### src/cmbt_pkg.sv
// package for the can mode and bit timing control block
package cmbt_pkg;

    // --------------------------------------------------------------
    // clock and timing
    // --------------------------------------------------------------
    localparam int unsigned CLK_PERIOD_NS  = 10;
    localparam int unsigned WAKE_FILTER_NS = 2000;
    // least time, so round up to whole cycles
    localparam int unsigned WAKE_FILTER_CYC =
        (WAKE_FILTER_NS + CLK_PERIOD_NS - 1) / CLK_PERIOD_NS;
    localparam int unsigned WAKE_CNT_W     = 16;
    localparam int unsigned BUS_IDLE_BITS  = 11;
    localparam int unsigned BUS_OFF_OCCUR  = 128;
    localparam int unsigned REC_CNT_W      = 4;
    localparam int unsigned OCC_CNT_W      = 8;

    // --------------------------------------------------------------
    // register indexes; byte address is four times the index
    // --------------------------------------------------------------
    localparam logic [11:0] IDX_MAIN   = 12'h100;
    localparam logic [11:0] IDX_CONFIG = 12'h101;
    localparam logic [11:0] IDX_BTR0   = 12'h102;
    localparam logic [11:0] IDX_BTR1   = 12'h103;

    // --------------------------------------------------------------
    // field positions and reset values
    // --------------------------------------------------------------
    localparam int unsigned MAIN_STOP_WAIT = 5;
    localparam int unsigned MAIN_SYNCED    = 4;
    localparam int unsigned MAIN_TLINK     = 3;
    localparam int unsigned MAIN_SLP_ACK   = 2;
    localparam int unsigned MAIN_SLP_REQ   = 1;
    localparam int unsigned MAIN_SOFT      = 0;
    localparam logic [7:0]  MAIN_RST       = 8'h21;
    localparam int unsigned CFG_LOOP       = 2;
    localparam int unsigned CFG_WAKE_FILT  = 1;
    localparam int unsigned CFG_CLKSEL     = 0;
    localparam logic [7:0]  CFG_RST        = 8'h00;
    localparam int unsigned BTR0_SJW_LSB   = 6;
    localparam int unsigned BTR0_BRP_LSB   = 0;
    localparam logic [7:0]  BTR0_RST       = 8'h00;
    localparam int unsigned BTR1_TRIPLE_SAMPLING      = 7;
    localparam int unsigned BTR1_TIME_SEGMENT_TWO_LSB = 4;
    localparam int unsigned BTR1_TIME_SEGMENT_ONE_LSB = 0;
    localparam logic [7:0]  BTR1_RST       = 8'h00;

    // --------------------------------------------------------------
    // types
    // --------------------------------------------------------------
    typedef enum logic [1:0] {
        CMBT_SYNC = 2'b00,
        CMBT_SEG1 = 2'b01,
        CMBT_SEG2 = 2'b10
    } cmbt_phase_e;

    typedef struct packed {
        logic        hsel;
        logic [31:0] haddr;
        logic [1:0]  htrans;
        logic        hwrite;
        logic [2:0]  hsize;
        logic [31:0] hwdata;
        logic        hready;
    } cmbt_ahb_req_s;

    typedef struct packed {
        logic        hreadyout;
        logic        hresp;
        logic [31:0] hrdata;
    } cmbt_ahb_rsp_s;

    typedef struct packed {
        logic                  stop_in_wait;
        logic                  timer_link_enable;
        logic                  sleep_request;
        logic                  soft_reset_bit;
        logic                  bus_synced;
        logic                  sleep_ack;
        logic [7:0]            cfg;
        logic [7:0]            btr0;
        logic [7:0]            btr1;
        logic                  dph_write;
        logic [11:0]           dph_idx;
        logic [31:0]           rdata;
        logic [5:0]            tq_div;
        cmbt_phase_e           phase;
        logic [4:0]            seg_cnt;
        logic [4:0]            seg_len;
        logic [1:0]            hist;
        logic                  rx_prev;
        logic                  sampled;
        logic                  sample_pulse;
        logic                  tx_point;
        logic [REC_CNT_W-1:0]  rec_cnt;
        logic [OCC_CNT_W-1:0]  occ_cnt;
        logic                  recovered;
        logic                  wake_prev;
        logic [WAKE_CNT_W-1:0] wake_cnt;
        logic                  wake_pulse;
    } cmbt_state_s;

endpackage

### src/cmbt_mode_timing.sv
// can mode control, soft reset, sleep/wake and bit timing with ahb-lite registers
//
// Contract
// - stop-in-wait gates module clock in wait
// - read-only bit shows bus synchronization
// - timer link selects timer input source
// - sleep ack reads one while asleep
// - sleep entered only when bus idle
// - soft reset aborts traffic, drops sync
// - listed registers held at reset values
// - config registers writable only in soft reset
// - soft reset leaves error counters unchanged
// - resync after 11 recessive, bus-off 128 times
// - loop-back feeds tx to rx, pin recessive
// - loop-back ignores ack, own frames as remote; this block only routes tx to rx
// - wake on edge or filtered dominant pulse
// - clock select bit picks module clock
// - jump width is field plus one quanta
// - prescaler divides by field plus one
// - triple sampling uses majority of three
// - segment lengths are field plus one quanta
//
// The AHB-Lite register port was decided locally.
`timescale 1ns/100ps
module cmbt_mode_timing #(
    parameter int unsigned IDLE_BITS   = cmbt_pkg::BUS_IDLE_BITS,
    parameter int unsigned OFF_OCCUR   = cmbt_pkg::BUS_OFF_OCCUR,
    parameter int unsigned WAKE_CYCLES = cmbt_pkg::WAKE_FILTER_CYC
) (
    input  wire logic                    mclk,
    input  wire logic                    rst_b,
    input  wire logic                    clk_en,
    input  wire cmbt_pkg::cmbt_ahb_req_s ahb_req,
    output cmbt_pkg::cmbt_ahb_rsp_s      ahb_rsp,
    input  wire logic                    chip_wait_mode,
    input  wire logic                    bus_receive_pin,
    output logic                         bus_transmit_pin,
    input  wire logic                    core_tx_bit,
    input  wire logic                    rx_busy,
    input  wire logic                    tx_buffers_empty,
    input  wire logic                    bus_off,
    input  wire logic                    timer_port_pin,
    input  wire logic                    timer_signal_out,
    output logic                         timer_input,
    output logic                         can_clock_enable,
    output logic                         module_clock_select,
    output logic                         soft_reset_active,
    output logic                         config_write_open,
    output logic                         loopback_mode,
    output logic                         rx_to_core,
    output logic                         bus_synced,
    output logic                         sleep_ack,
    output logic                         wake_event,
    output logic                         bus_off_recovered,
    output logic                         sample_point,
    output logic                         sampled_bit,
    output logic                         transmit_point
);

    // --------------------------------------------------------------
    // elaboration checks
    // --------------------------------------------------------------
    if (IDLE_BITS < 1 || IDLE_BITS >= (1 << cmbt_pkg::REC_CNT_W)) begin : g_chk_idle
        $error("IDLE_BITS does not fit the recessive counter");
    end
    if (OFF_OCCUR < 1 || OFF_OCCUR >= (1 << cmbt_pkg::OCC_CNT_W)) begin : g_chk_occ
        $error("OFF_OCCUR does not fit the occurrence counter");
    end
    if (WAKE_CYCLES < 1 || WAKE_CYCLES >= (1 << cmbt_pkg::WAKE_CNT_W)) begin : g_chk_wake
        $error("WAKE_CYCLES does not fit the wake filter counter");
    end

    localparam logic [cmbt_pkg::REC_CNT_W-1:0]  IDLE_MAX = IDLE_BITS[cmbt_pkg::REC_CNT_W-1:0];
    localparam logic [cmbt_pkg::OCC_CNT_W-1:0]  OCC_MAX  = OFF_OCCUR[cmbt_pkg::OCC_CNT_W-1:0];
    localparam logic [cmbt_pkg::WAKE_CNT_W-1:0] WAKE_MAX =
        WAKE_CYCLES[cmbt_pkg::WAKE_CNT_W-1:0];

    cmbt_pkg::cmbt_state_s q;
    cmbt_pkg::cmbt_state_s d;

    // --------------------------------------------------------------
    // field views of the stored registers
    // --------------------------------------------------------------
    logic [1:0] resync_jump_width;
    logic [5:0] quantum_prescaler;
    logic [2:0] time_segment_two;
    logic [3:0] time_segment_one;
    logic       triple;
    logic [4:0] sjw_len;
    logic [4:0] seg1_len;
    logic [4:0] seg2_len;

    // jump width and segment fields count field plus one quanta
    assign resync_jump_width      = q.btr0[cmbt_pkg::BTR0_SJW_LSB +: 2];
    assign quantum_prescaler      = q.btr0[cmbt_pkg::BTR0_BRP_LSB +: 6];
    assign time_segment_two    = q.btr1[cmbt_pkg::BTR1_TIME_SEGMENT_TWO_LSB +: 3];
    assign time_segment_one    = q.btr1[cmbt_pkg::BTR1_TIME_SEGMENT_ONE_LSB +: 4];
    assign triple   = q.btr1[cmbt_pkg::BTR1_TRIPLE_SAMPLING];
    assign sjw_len  = {3'b000, resync_jump_width} + 5'd1;
    assign seg1_len = {1'b0, time_segment_one} + 5'd1;
    assign seg2_len = {2'b00, time_segment_two} + 5'd1;

    // --------------------------------------------------------------
    // pin and clock steering
    // --------------------------------------------------------------
    logic rx_bit;
    logic bit_run;
    logic tq_tick;

    // clock stops only when both wait mode and the stop bit are set
    assign can_clock_enable    = ~(q.stop_in_wait & chip_wait_mode);
    assign timer_input         = q.timer_link_enable ? timer_signal_out
                                                     : timer_port_pin;
    assign module_clock_select = q.cfg[cmbt_pkg::CFG_CLKSEL];
    assign loopback_mode       = q.cfg[cmbt_pkg::CFG_LOOP];
    // loop-back: transmitter drives receiver, pin parked recessive
    assign rx_bit              = loopback_mode ? core_tx_bit : bus_receive_pin;
    assign bus_transmit_pin    = loopback_mode ? 1'b1 : core_tx_bit;
    assign rx_to_core          = rx_bit;
    assign soft_reset_active   = q.soft_reset_bit;
    assign config_write_open   = q.soft_reset_bit;
    assign bus_synced          = q.bus_synced;
    assign sleep_ack           = q.sleep_ack;
    assign wake_event          = q.wake_pulse;
    assign bus_off_recovered   = q.recovered;
    assign sample_point        = q.sample_pulse;
    assign sampled_bit         = q.sampled;
    assign transmit_point      = q.tx_point;

    // bit timing runs only with a live module clock, out of soft reset and sleep
    assign bit_run = can_clock_enable & ~q.soft_reset_bit & ~q.sleep_ack;
    assign tq_tick = bit_run & (q.tq_div == quantum_prescaler);

    // --------------------------------------------------------------
    // ahb-lite slave; zero wait states, frozen with the clock enable
    // --------------------------------------------------------------
    logic        addr_take;
    logic [11:0] addr_idx;
    logic [7:0]  main_view;
    logic [7:0]  wbyte;

    assign addr_take = ahb_req.hsel & ahb_req.htrans[1] & ahb_req.hready;
    assign addr_idx  = ahb_req.haddr[13:2];
    assign wbyte     = ahb_req.hwdata[7:0];
    // hready drops while frozen so no transfer is lost
    assign ahb_rsp.hreadyout = clk_en;
    assign ahb_rsp.hresp     = 1'b0;
    assign ahb_rsp.hrdata    = q.rdata;

    // main register as software reads it; upper bits read zero
    always_comb begin
        main_view                          = 8'h00;
        main_view[cmbt_pkg::MAIN_STOP_WAIT] = q.stop_in_wait;
        main_view[cmbt_pkg::MAIN_SYNCED]    = q.bus_synced;
        main_view[cmbt_pkg::MAIN_TLINK]     = q.timer_link_enable;
        main_view[cmbt_pkg::MAIN_SLP_ACK]   = q.sleep_ack;
        main_view[cmbt_pkg::MAIN_SLP_REQ]   = q.sleep_request;
        main_view[cmbt_pkg::MAIN_SOFT]      = q.soft_reset_bit;
    end

    // --------------------------------------------------------------
    // next-state logic for the whole block
    // --------------------------------------------------------------
    always_comb begin
        logic edge_fall;
        logic maj;
        edge_fall = 1'b0;
        maj       = 1'b0;
        d         = q;
        d.sample_pulse = 1'b0;
        d.tx_point     = 1'b0;
        d.recovered    = 1'b0;
        d.wake_pulse   = 1'b0;

        // address phase: latch index and capture read data
        d.dph_write = 1'b0;
        if (addr_take) begin
            d.dph_write = ahb_req.hwrite;
            d.dph_idx   = addr_idx;
            d.rdata     = 32'h0000_0000;
            if (!ahb_req.hwrite && ahb_req.haddr[1:0] == 2'b00) begin
                case (addr_idx)
                    cmbt_pkg::IDX_MAIN:   d.rdata[7:0] = main_view;
                    cmbt_pkg::IDX_CONFIG: d.rdata[7:0] = q.cfg;
                    cmbt_pkg::IDX_BTR0:   d.rdata[7:0] = q.btr0;
                    cmbt_pkg::IDX_BTR1:   d.rdata[7:0] = q.btr1;
                    default:              d.rdata      = 32'h0000_0000;
                endcase
            end
        end

        // data phase: apply the write
        if (q.dph_write) begin
            case (q.dph_idx)
                cmbt_pkg::IDX_MAIN: begin
                    if (q.soft_reset_bit) begin
                        // only the soft reset bit moves; the rest stays at reset
                        d.soft_reset_bit = wbyte[cmbt_pkg::MAIN_SOFT];
                    end else begin
                        d.stop_in_wait      = wbyte[cmbt_pkg::MAIN_STOP_WAIT];
                        d.timer_link_enable = wbyte[cmbt_pkg::MAIN_TLINK];
                        d.sleep_request     = wbyte[cmbt_pkg::MAIN_SLP_REQ];
                        d.soft_reset_bit    = wbyte[cmbt_pkg::MAIN_SOFT];
                    end
                end
                cmbt_pkg::IDX_CONFIG: begin
                    if (q.soft_reset_bit) begin
                        d.cfg = wbyte & 8'h07;
                    end
                end
                cmbt_pkg::IDX_BTR0: begin
                    if (q.soft_reset_bit) begin
                        d.btr0 = wbyte;
                    end
                end
                cmbt_pkg::IDX_BTR1: begin
                    if (q.soft_reset_bit) begin
                        d.btr1 = wbyte;
                    end
                end
                default: begin
                end
            endcase
        end

        // quantum prescaler
        if (bit_run) begin
            d.tq_div = tq_tick ? 6'd0 : q.tq_div + 6'd1;
        end

        // bit timing: sync quantum, segment one, sample, segment two
        if (tq_tick) begin
            edge_fall = q.rx_prev & ~rx_bit;
            d.rx_prev = rx_bit;
            case (q.phase)
                cmbt_pkg::CMBT_SYNC: begin
                    d.phase   = cmbt_pkg::CMBT_SEG1;
                    d.seg_cnt = 5'd0;
                    d.seg_len = seg1_len;
                end
                cmbt_pkg::CMBT_SEG1: begin
                    d.hist    = {q.hist[0], rx_bit};
                    d.seg_cnt = q.seg_cnt + 5'd1;
                    // late edge: stretch segment one once, by jump width at most
                    if (edge_fall && q.seg_len == seg1_len) begin
                        d.seg_len = q.seg_len + ((q.seg_cnt + 5'd1 < sjw_len) ?
                                                 q.seg_cnt + 5'd1 : sjw_len);
                    end else if (q.seg_cnt + 5'd1 >= q.seg_len) begin
                        // sample point at the end of segment one
                        maj = (q.hist[1] & q.hist[0]) | (q.hist[1] & rx_bit)
                            | (q.hist[0] & rx_bit);
                        d.sampled      = triple ? maj : rx_bit;
                        d.sample_pulse = 1'b1;
                        d.phase        = cmbt_pkg::CMBT_SEG2;
                        d.seg_cnt      = 5'd0;
                        d.seg_len      = seg2_len;
                    end
                end
                cmbt_pkg::CMBT_SEG2: begin
                    d.seg_cnt = q.seg_cnt + 5'd1;
                    if (edge_fall) begin
                        // early edge: shorten segment two by jump width at most
                        if (q.seg_len - q.seg_cnt <= sjw_len) begin
                            d.phase   = cmbt_pkg::CMBT_SEG1;
                            d.seg_cnt = 5'd0;
                            d.seg_len = seg1_len;
                            d.tx_point = 1'b1;
                        end else begin
                            d.seg_len = q.seg_len - sjw_len;
                        end
                    end else if (q.seg_cnt + 5'd1 >= q.seg_len) begin
                        d.phase    = cmbt_pkg::CMBT_SYNC;
                        d.tx_point = 1'b1;
                    end
                end
                default: begin
                    d.phase = cmbt_pkg::CMBT_SYNC;
                end
            endcase
        end

        // bus synchronization by counting recessive samples
        if (q.sample_pulse && !q.bus_synced) begin
            if (!q.sampled) begin
                d.rec_cnt = '0;
            end else if (q.rec_cnt + 1'b1 >= IDLE_MAX) begin
                d.rec_cnt = '0;
                if (!bus_off) begin
                    d.bus_synced = 1'b1;
                end else if (q.occ_cnt + 1'b1 >= OCC_MAX) begin
                    d.occ_cnt    = '0;
                    d.bus_synced = 1'b1;
                    d.recovered  = 1'b1;
                end else begin
                    d.occ_cnt = q.occ_cnt + 1'b1;
                end
            end else begin
                d.rec_cnt = q.rec_cnt + 1'b1;
            end
        end

        // sleep handshake: enter only with the bus idle
        if (!q.sleep_request) begin
            d.sleep_ack = 1'b0;
        end else if (!q.sleep_ack && !rx_busy && tx_buffers_empty) begin
            d.sleep_ack = 1'b1;
        end

        // wake detection; runs on the plain clock so a gated module still wakes
        d.wake_prev = rx_bit;
        if (q.sleep_ack) begin
            if (q.cfg[cmbt_pkg::CFG_WAKE_FILT]) begin
                // filtered: dominant must last the whole filter time
                if (rx_bit) begin
                    d.wake_cnt = '0;
                end else if (q.wake_cnt + 1'b1 >= WAKE_MAX) begin
                    d.wake_cnt   = '0;
                    d.wake_pulse = 1'b1;
                end else begin
                    d.wake_cnt = q.wake_cnt + 1'b1;
                end
            end else if (q.wake_prev && !rx_bit) begin
                d.wake_pulse = 1'b1;
            end
            if (d.wake_pulse) begin
                d.sleep_ack     = 1'b0;
                d.sleep_request = 1'b0;
            end
        end else begin
            d.wake_cnt = '0;
        end

        // soft reset holds main control and timing state at reset;
        // error counters live outside and are never touched here
        if (d.soft_reset_bit) begin
            d.stop_in_wait      = cmbt_pkg::MAIN_RST[cmbt_pkg::MAIN_STOP_WAIT];
            d.timer_link_enable = cmbt_pkg::MAIN_RST[cmbt_pkg::MAIN_TLINK];
            d.sleep_request     = cmbt_pkg::MAIN_RST[cmbt_pkg::MAIN_SLP_REQ];
            d.sleep_ack         = cmbt_pkg::MAIN_RST[cmbt_pkg::MAIN_SLP_ACK];
            d.bus_synced        = cmbt_pkg::MAIN_RST[cmbt_pkg::MAIN_SYNCED];
            d.tq_div            = 6'd0;
            d.phase             = cmbt_pkg::CMBT_SYNC;
            d.seg_cnt           = 5'd0;
            d.seg_len           = 5'd0;
            d.hist              = 2'b11;
            d.rx_prev           = 1'b1;
            d.rec_cnt           = '0;
            d.occ_cnt           = '0;
            d.wake_cnt          = '0;
            d.sample_pulse      = 1'b0;
            d.tx_point          = 1'b0;
        end
    end

    // --------------------------------------------------------------
    // state register; clock enable low freezes everything
    // --------------------------------------------------------------
    always_ff @(posedge mclk) begin
        if (!rst_b) begin
            q                   <= '0;
            q.stop_in_wait      <= cmbt_pkg::MAIN_RST[cmbt_pkg::MAIN_STOP_WAIT];
            q.soft_reset_bit    <= cmbt_pkg::MAIN_RST[cmbt_pkg::MAIN_SOFT];
            q.cfg               <= cmbt_pkg::CFG_RST;
            q.btr0              <= cmbt_pkg::BTR0_RST;
            q.btr1              <= cmbt_pkg::BTR1_RST;
            q.phase             <= cmbt_pkg::CMBT_SYNC;
            q.hist              <= 2'b11;
            q.rx_prev           <= 1'b1;
            q.wake_prev         <= 1'b1;
        end else if (clk_en) begin
            q <= d;
        end
    end

endmodule

### config.mk
export PLATFORM = sky130hd
export DESIGN_NAME = cmbt_mode_timing
export DESIGN_NICKNAME = d
export VERILOG_FILES = /design/src/cmbt_pkg.sv /design/src/cmbt_mode_timing.sv
export SDC_FILE = /design/constraint.sdc
export NUM_CORES = 1
export LEC_CHECK = 0
export ABC_CLOCK_PERIOD_IN_PS = 6200
export BUFFER_PORTS_ARGS = -buffer_cell sky130_fd_sc_hd__buf_2
export CAP_MARGIN = 20
export CORE_UTILIZATION = 60
export DETAILED_ROUTE_END_ITERATION = 8
export PLACE_DENSITY = 0.86
export SYNTH_ARGS = -nofsm -noshare
export SYNTH_HDL_FRONTEND = slang
export SYNTH_SLANG_ARGS = --single-unit
export TNS_END_PERCENT = 10
### constraint.sdc
create_clock -name mclk -period 6.2 [get_ports mclk]
set_input_delay 1.24 -clock mclk [delete_from_list [all_inputs] [get_ports mclk]]
set_output_delay 1.24 -clock mclk [all_outputs]
set_load 0.02 [all_outputs]
# After elaboration in Yosys (flattened, before gate mapping)
# Index checks and enable logic that the tools add are counted.
dict set report word_totals {
  register_bits 125
  wordCells 187
}
dict set report op_classes {
  addsub 11
  n_bitwise 17
  reduce_logical 39
  n_mux 66
  eq_ne 21
  order_cmp 6
}
# op n
set op_table {}
lappend op_table {{$eq A12 B9 Y1 const B} 8}
lappend op_table {{$mux W16} 5}
lappend op_table {{$mux W45} 1}
lappend op_table {{$pmux W8 S4} 1}
lappend op_table {{$pmux W10 S3} 1}
lappend op_table {{$mux W9} 3}
lappend op_table {{$mux W1} 26}
lappend op_table {{$mux W21} 1}
lappend op_table {{$reduce_and A5 Y1} 4}
lappend op_table {{$mux W18} 1}
lappend op_table {{$reduce_bool A2 Y1} 9}
lappend op_table {{$add A16 B1 Y16 const B} 1}
lappend op_table {{$ge A16 B8 Y1 const B} 1}
lappend op_table {{$mux W4} 4}
lappend op_table {{$mux W8} 2}
lappend op_table {{$reduce_and A4 Y1} 4}
lappend op_table {{$mux W5} 3}
lappend op_table {{$mux W14} 1}
lappend op_table {{$mux W2} 7}
lappend op_table {{$mux W7} 2}
lappend op_table {{$mux W13} 1}
lappend op_table {{$mux W12} 1}
lappend op_table {{$mux W6} 2}
lappend op_table {{$ne A4 B4 Y1 const B} 3}
lappend op_table {{36 further kinds} 68}

# Longest topological paths before layout
dict set report logic_depth {
  depth_word 10
  depth_mapped 16
  mapped_depth_nobuf 16
}

# Worst setup path before layout
# Ideal clock, no wire load.
dict set report synth_timing {
  path_kind {register -> register}
  from {register q[114] (netlist bit)}
  to {register q[39] (netlist bit)}
  slack_ns 3.129
  path_stages_with_launch 15
  setup_time_ns 0.117
  arrival_time_ns 2.954
  required_ns 6.083
  period_less_slack_ns 3.071
  cell_sequence {dfxtp_1 -> ha_1 -> inv_1 -> ha_1 -> a21oi_1 -> maj3_1 -> nand3_1 -> mux2i_1 -> ha_1 -> inv_1 -> fa_1 -> xor2_1 -> a2bb2oi_1 -> nand3_1 -> a32o_1}
}
dict set report synth_between {
  elab_chain_len 8
  word_cells_on_any_way 12
}
# element line
set synth_rtl {}
lappend synth_rtl {{start: declaration} cmbt_mode_timing.sv:78} ;# cmbt_pkg::cmbt_state_s q;
lappend synth_rtl {{$add A2 B1 Y3 *} cmbt_mode_timing.sv:99} ;# assign sjw_len = {3'b000, resync_jump_width} + 5'd1;
lappend synth_rtl {{$lt A5 B3 Y1} cmbt_mode_timing.sv:246} ;# d.seg_len = q.seg_len + ((q.seg_cnt + 5'd1 < sjw_len) ?
lappend synth_rtl {{$mux W5} cmbt_mode_timing.sv:246}
lappend synth_rtl {{$add A5 B5 Y5} cmbt_mode_timing.sv:246}
lappend synth_rtl {{$mux W5} cmbt_mode_timing.sv:245} ;# if (edge_fall && q.seg_len == seg1_len) begin
lappend synth_rtl {{$pmux W10 S3 *} cmbt_mode_timing.sv:235} ;# case (q.phase)
lappend synth_rtl {{$mux W18 *} cmbt_mode_timing.sv:232} ;# if (tq_tick) begin
lappend synth_rtl {{$mux W21 *} cmbt_mode_timing.sv:335} ;# if (d.soft_reset_bit) begin
# Mark *: on every way between the ends. The rest lies on a longest branch, timed or not. The select of a mux whose other input is x is not followed.
# A chain may end at the register's enable or synchronous reset.

# Final worst setup path
# Ends and elaborated chain as after synthesis.

==> results.toml <==
[detailed_routing]
drt_iter0_markers = 372
avgViaCountPerCell = 6.011
route.detailed.drc = 0
drt-total-wl_um = 15010
drt_first_pass_iters = 5
wl_per_cell_um = 16.32
ant_nets = 0
vias = 5530

[layout]
fillCellCount = 856
final_common_cell = "dfxtp_1"
mostFrequentLayoutCells = "dfxtp_1 (101), nand2_1 (80), buf_2 (60), nor2b_1 (38), inv_1 (35)"
area_delta_synth_final_pct = 5.987
nNetsFinal = 899
finalNonFillerCells = 920
drive_gt1_frac = 0.1378
diodes = 0

[logic_synthesis]
synthDistinctLibCells = 84
ys_ff_latch = 101
synth-seq-area-share = 0.3162
synth_edf_count = 0
syn-instance-count = 746
synth_flop_cell = "dfxtp_1"
synth_area_sq_um = 6395
async_flop_share = 0
avgSynthCellArea_sq_um = 8.572
ys.warnings.count = 0

[global_route]
use_met2 = 0.4770
grt-ovfl-total = 0
gr-usage-met1 = 0.3549
antenna_found_initial = 0
grt_pass1_wl_um = 24800
grt_max_degree = 82
grt_pass1_vias = 5241
grt_most_used_layer = "met2"
grtUsageTotal = 0.2782
use_met3 = 0.02907

[floorplan]
die_h_um = 105.2
ios = 132
die_w_um = 105.2
core_area_sq_um = 10320
floorplan.rows = 37
dieArea_sq_um = 11080
initial_core_util = 0.6194

[clocking]
post_cts_buffers = 0
clkTransAtPathRegs_ps = 100
max-clock-path-buffers = 2
numCtsBuffers = 9
cts_resized = 0
cts_hold_buf = 0
cts_root_buf = "clkbuf_8"
cts_tree = "done"
htreeDepth = 3
cts.sinks = 101
clk_latency_ps = 380

[sta]
grt_setup_unrepaired = "false"
finalCriticalPeriod_ps = 3478
slew_violations = 0
max_slew.worst_pin.slew_ps = 876.2
tns_ps = 0
fin_worst_skew_ps = 11.43
fmax_mhz = 287.5
hold_viol_final = 0
relSlewSlack = 0.4141
period_share = 0.5610
setup_viol = 0

[min_path]
hp-class = "flip-flop to flip-flop"
min_path_cells = 2

[pwr]
swShare = 0.2565
p_clk_frac = 0.372
power_frac_comb = 0.067
power_leakage_nw = 2.858
vdd_drop_max_uv = 272.3
p_seq_frac = 0.561
p_sw_uw = 299.3
p_per_area_nw_per_um2 = 172.1
internal_power_uw = 867.4

[status]
status = "complete, no violations"

[flow_run]
drv_cap = 0

[setup_path]
worstReg2RegEnd = "q[39]$_SDFFE_PN0P_"
crit_type = "flip-flop to flip-flop"
reg2reg_from = "q[114]$_SDFFE_PN0P_"
reg2reg_depth = 14
cp.required_ps = 6490
cp-end-kind = "flip-flop"
path_max_fanout = 5
worstSetupStartpointType = "flip-flop"
worst-r2r-setup-slack_ps = 2720
setup.worst_path.end = "q[39]$_SDFFE_PN0P_"
arrival_ps = 3760
cp-startpoint = "q[114]$_SDFFE_PN0P_"

[place]
dp_hpwl_um = 11150
port_buffers = 60
dp_cells = 904
gp_congestion = 0.9003
==> sequential cells by signal, summed over array words and instances, names as in the netlist <==
register             flops
ahb_rsp                  8
loopback_mode            1
module_clock_select      1
q                       80
transmit_point           1
bus_off_recovered        1
sampled_bit              1
sleep_ack                1
main_view                3
sample_point             1
wake_event               1
bus_synced               1
config_write_open        1
==> synthesized netlist by cell type, types with 3 or more instances <==
library cell  count  share of area
a21boi_0         14          0.016
a21boi_1          3         0.0035
a21o_1            7         0.0082
a21oi_1          23          0.018
a22o_1            6         0.0082
a22oi_1           8         0.0094
a31oi_1           8         0.0078
a32o_1            3         0.0047
a32oi_1           4         0.0055
and2_1           14          0.014
and3_1           21          0.021
buf_2             4         0.0031
buf_4            38          0.045
clkbuf_1         20          0.012
dfxtp_1         101           0.32
fa_1              3         0.0094
ha_1             34          0.067
inv_1            35          0.021
mux2i_1          29          0.045
mux4_2            3          0.011
nand2_1          80          0.047
nand2b_1         10         0.0098
nand3_1          24          0.019
nand3b_1          4         0.0047
nand4_1          10         0.0098
nor2_1           34          0.020
nor2b_1          38          0.037
nor3_1           16          0.013
nor3b_1           3         0.0035
nor4_1            6         0.0059
o21ai_0          29          0.023
o22ai_1           4         0.0039
o31ai_1          11          0.013
xnor2_1          15          0.021
xor2_1           19          0.026
==> critical path: stages (launching register included) <==
cell and delay [ps]:
dfxtp_1 390, ha_1 410, inv_1 110, ha_1 290
a21oi_1 60, maj3_1 350, nand3_1 170, mux2i_1 210
ha_1 180, inv_1 50, fa_1 400, xor2_1 190
a2bb2oi_1 200, nand3_1 100, a32o_1 250
==> kinds of logic after synthesis <==
kind of cell,after synthesis,synth area share
AND/OR/NAND/NOR,286,0.2461
multiplexers,38,0.06848
adder cells (fa/ha/maj),38,0.07748
AO/OA/AOI/OAI,147,0.1593
buffers and inverters,100,0.08178
XOR/XNOR,35,0.05009
flip-flops,101,0.3162
other,1,0.0005864
==> per-stage QoR <==
step	utilization	worst slack, ps	total power, mW	hold slack (ps)	cell area, sq um
2_1_floorplan	-	3129	0.7332	446.8	6489
3_3_place_gp	0.6373	2812	0.7437	465.6	6579
3_5_place_dp	0.6373	2733	0.7465	470.6	6579
4_1_cts	0.6565	2745	1.169	486.9	6778
5_1_grt	0.6565	2551	1.201	501.1	6778
6_report	0.6565	2722	1.167	482.9	6778
==> worst min path at each step <==
stage | startpoint | end | slack, ps
after floorplan | q[95]$_SDFFE_PN0P_ | q[95]$_SDFFE_PN0P_ | 450
after global placement | q[24]$_SDFFE_PN0P_ | q[24]$_SDFFE_PN0P_ | 470
final | q[92]$_SDFFE_PN0P_ | q[92]$_SDFFE_PN0P_ | 480
after CTS | q[92]$_SDFFE_PN0P_ | q[92]$_SDFFE_PN0P_ | 490
after detailed placement | q[24]$_SDFFE_PN0P_ | q[24]$_SDFFE_PN0P_ | 470
after global routing | q[92]$_SDFFE_PN0P_ | q[92]$_SDFFE_PN0P_ | 500
==> final cells by class <==
cell class / count / area (sq um) / share of cell area
inverters: 36 / 135.1 / 0.01994
multi-input cells: 570 / 3944 / 0.5819
well taps: 136 / 170.2 / 0.02511
clock inverters: 6 / 71.32 / 0.01052
clock buffers: 10 / 127.6 / 0.01883
repair buffers: 61 / 307.8 / 0.04541
flip-flops and latches: 101 / 2022 / 0.2983
==> metal layers <==
layer  up-vias  part of all wire
met5         -                 0
met2       237              0.49
met3        32             0.059
li1       2650                 -
met1      2611              0.43
met4         0             0.024
==> power groups by stage <==
stage	registers, mW	logic [mW]	clock network, mW
final	0.654	0.0782	0.434
after global routing	0.655	0.0854	0.461
after CTS	0.654	0.0775	0.438
after detailed placement	0.669	0.0771	0
after global placement	0.669	0.0746	0
after floorplan	0.669	0.0646	0
Note: power is estimated with default switching activity, not from simulation.
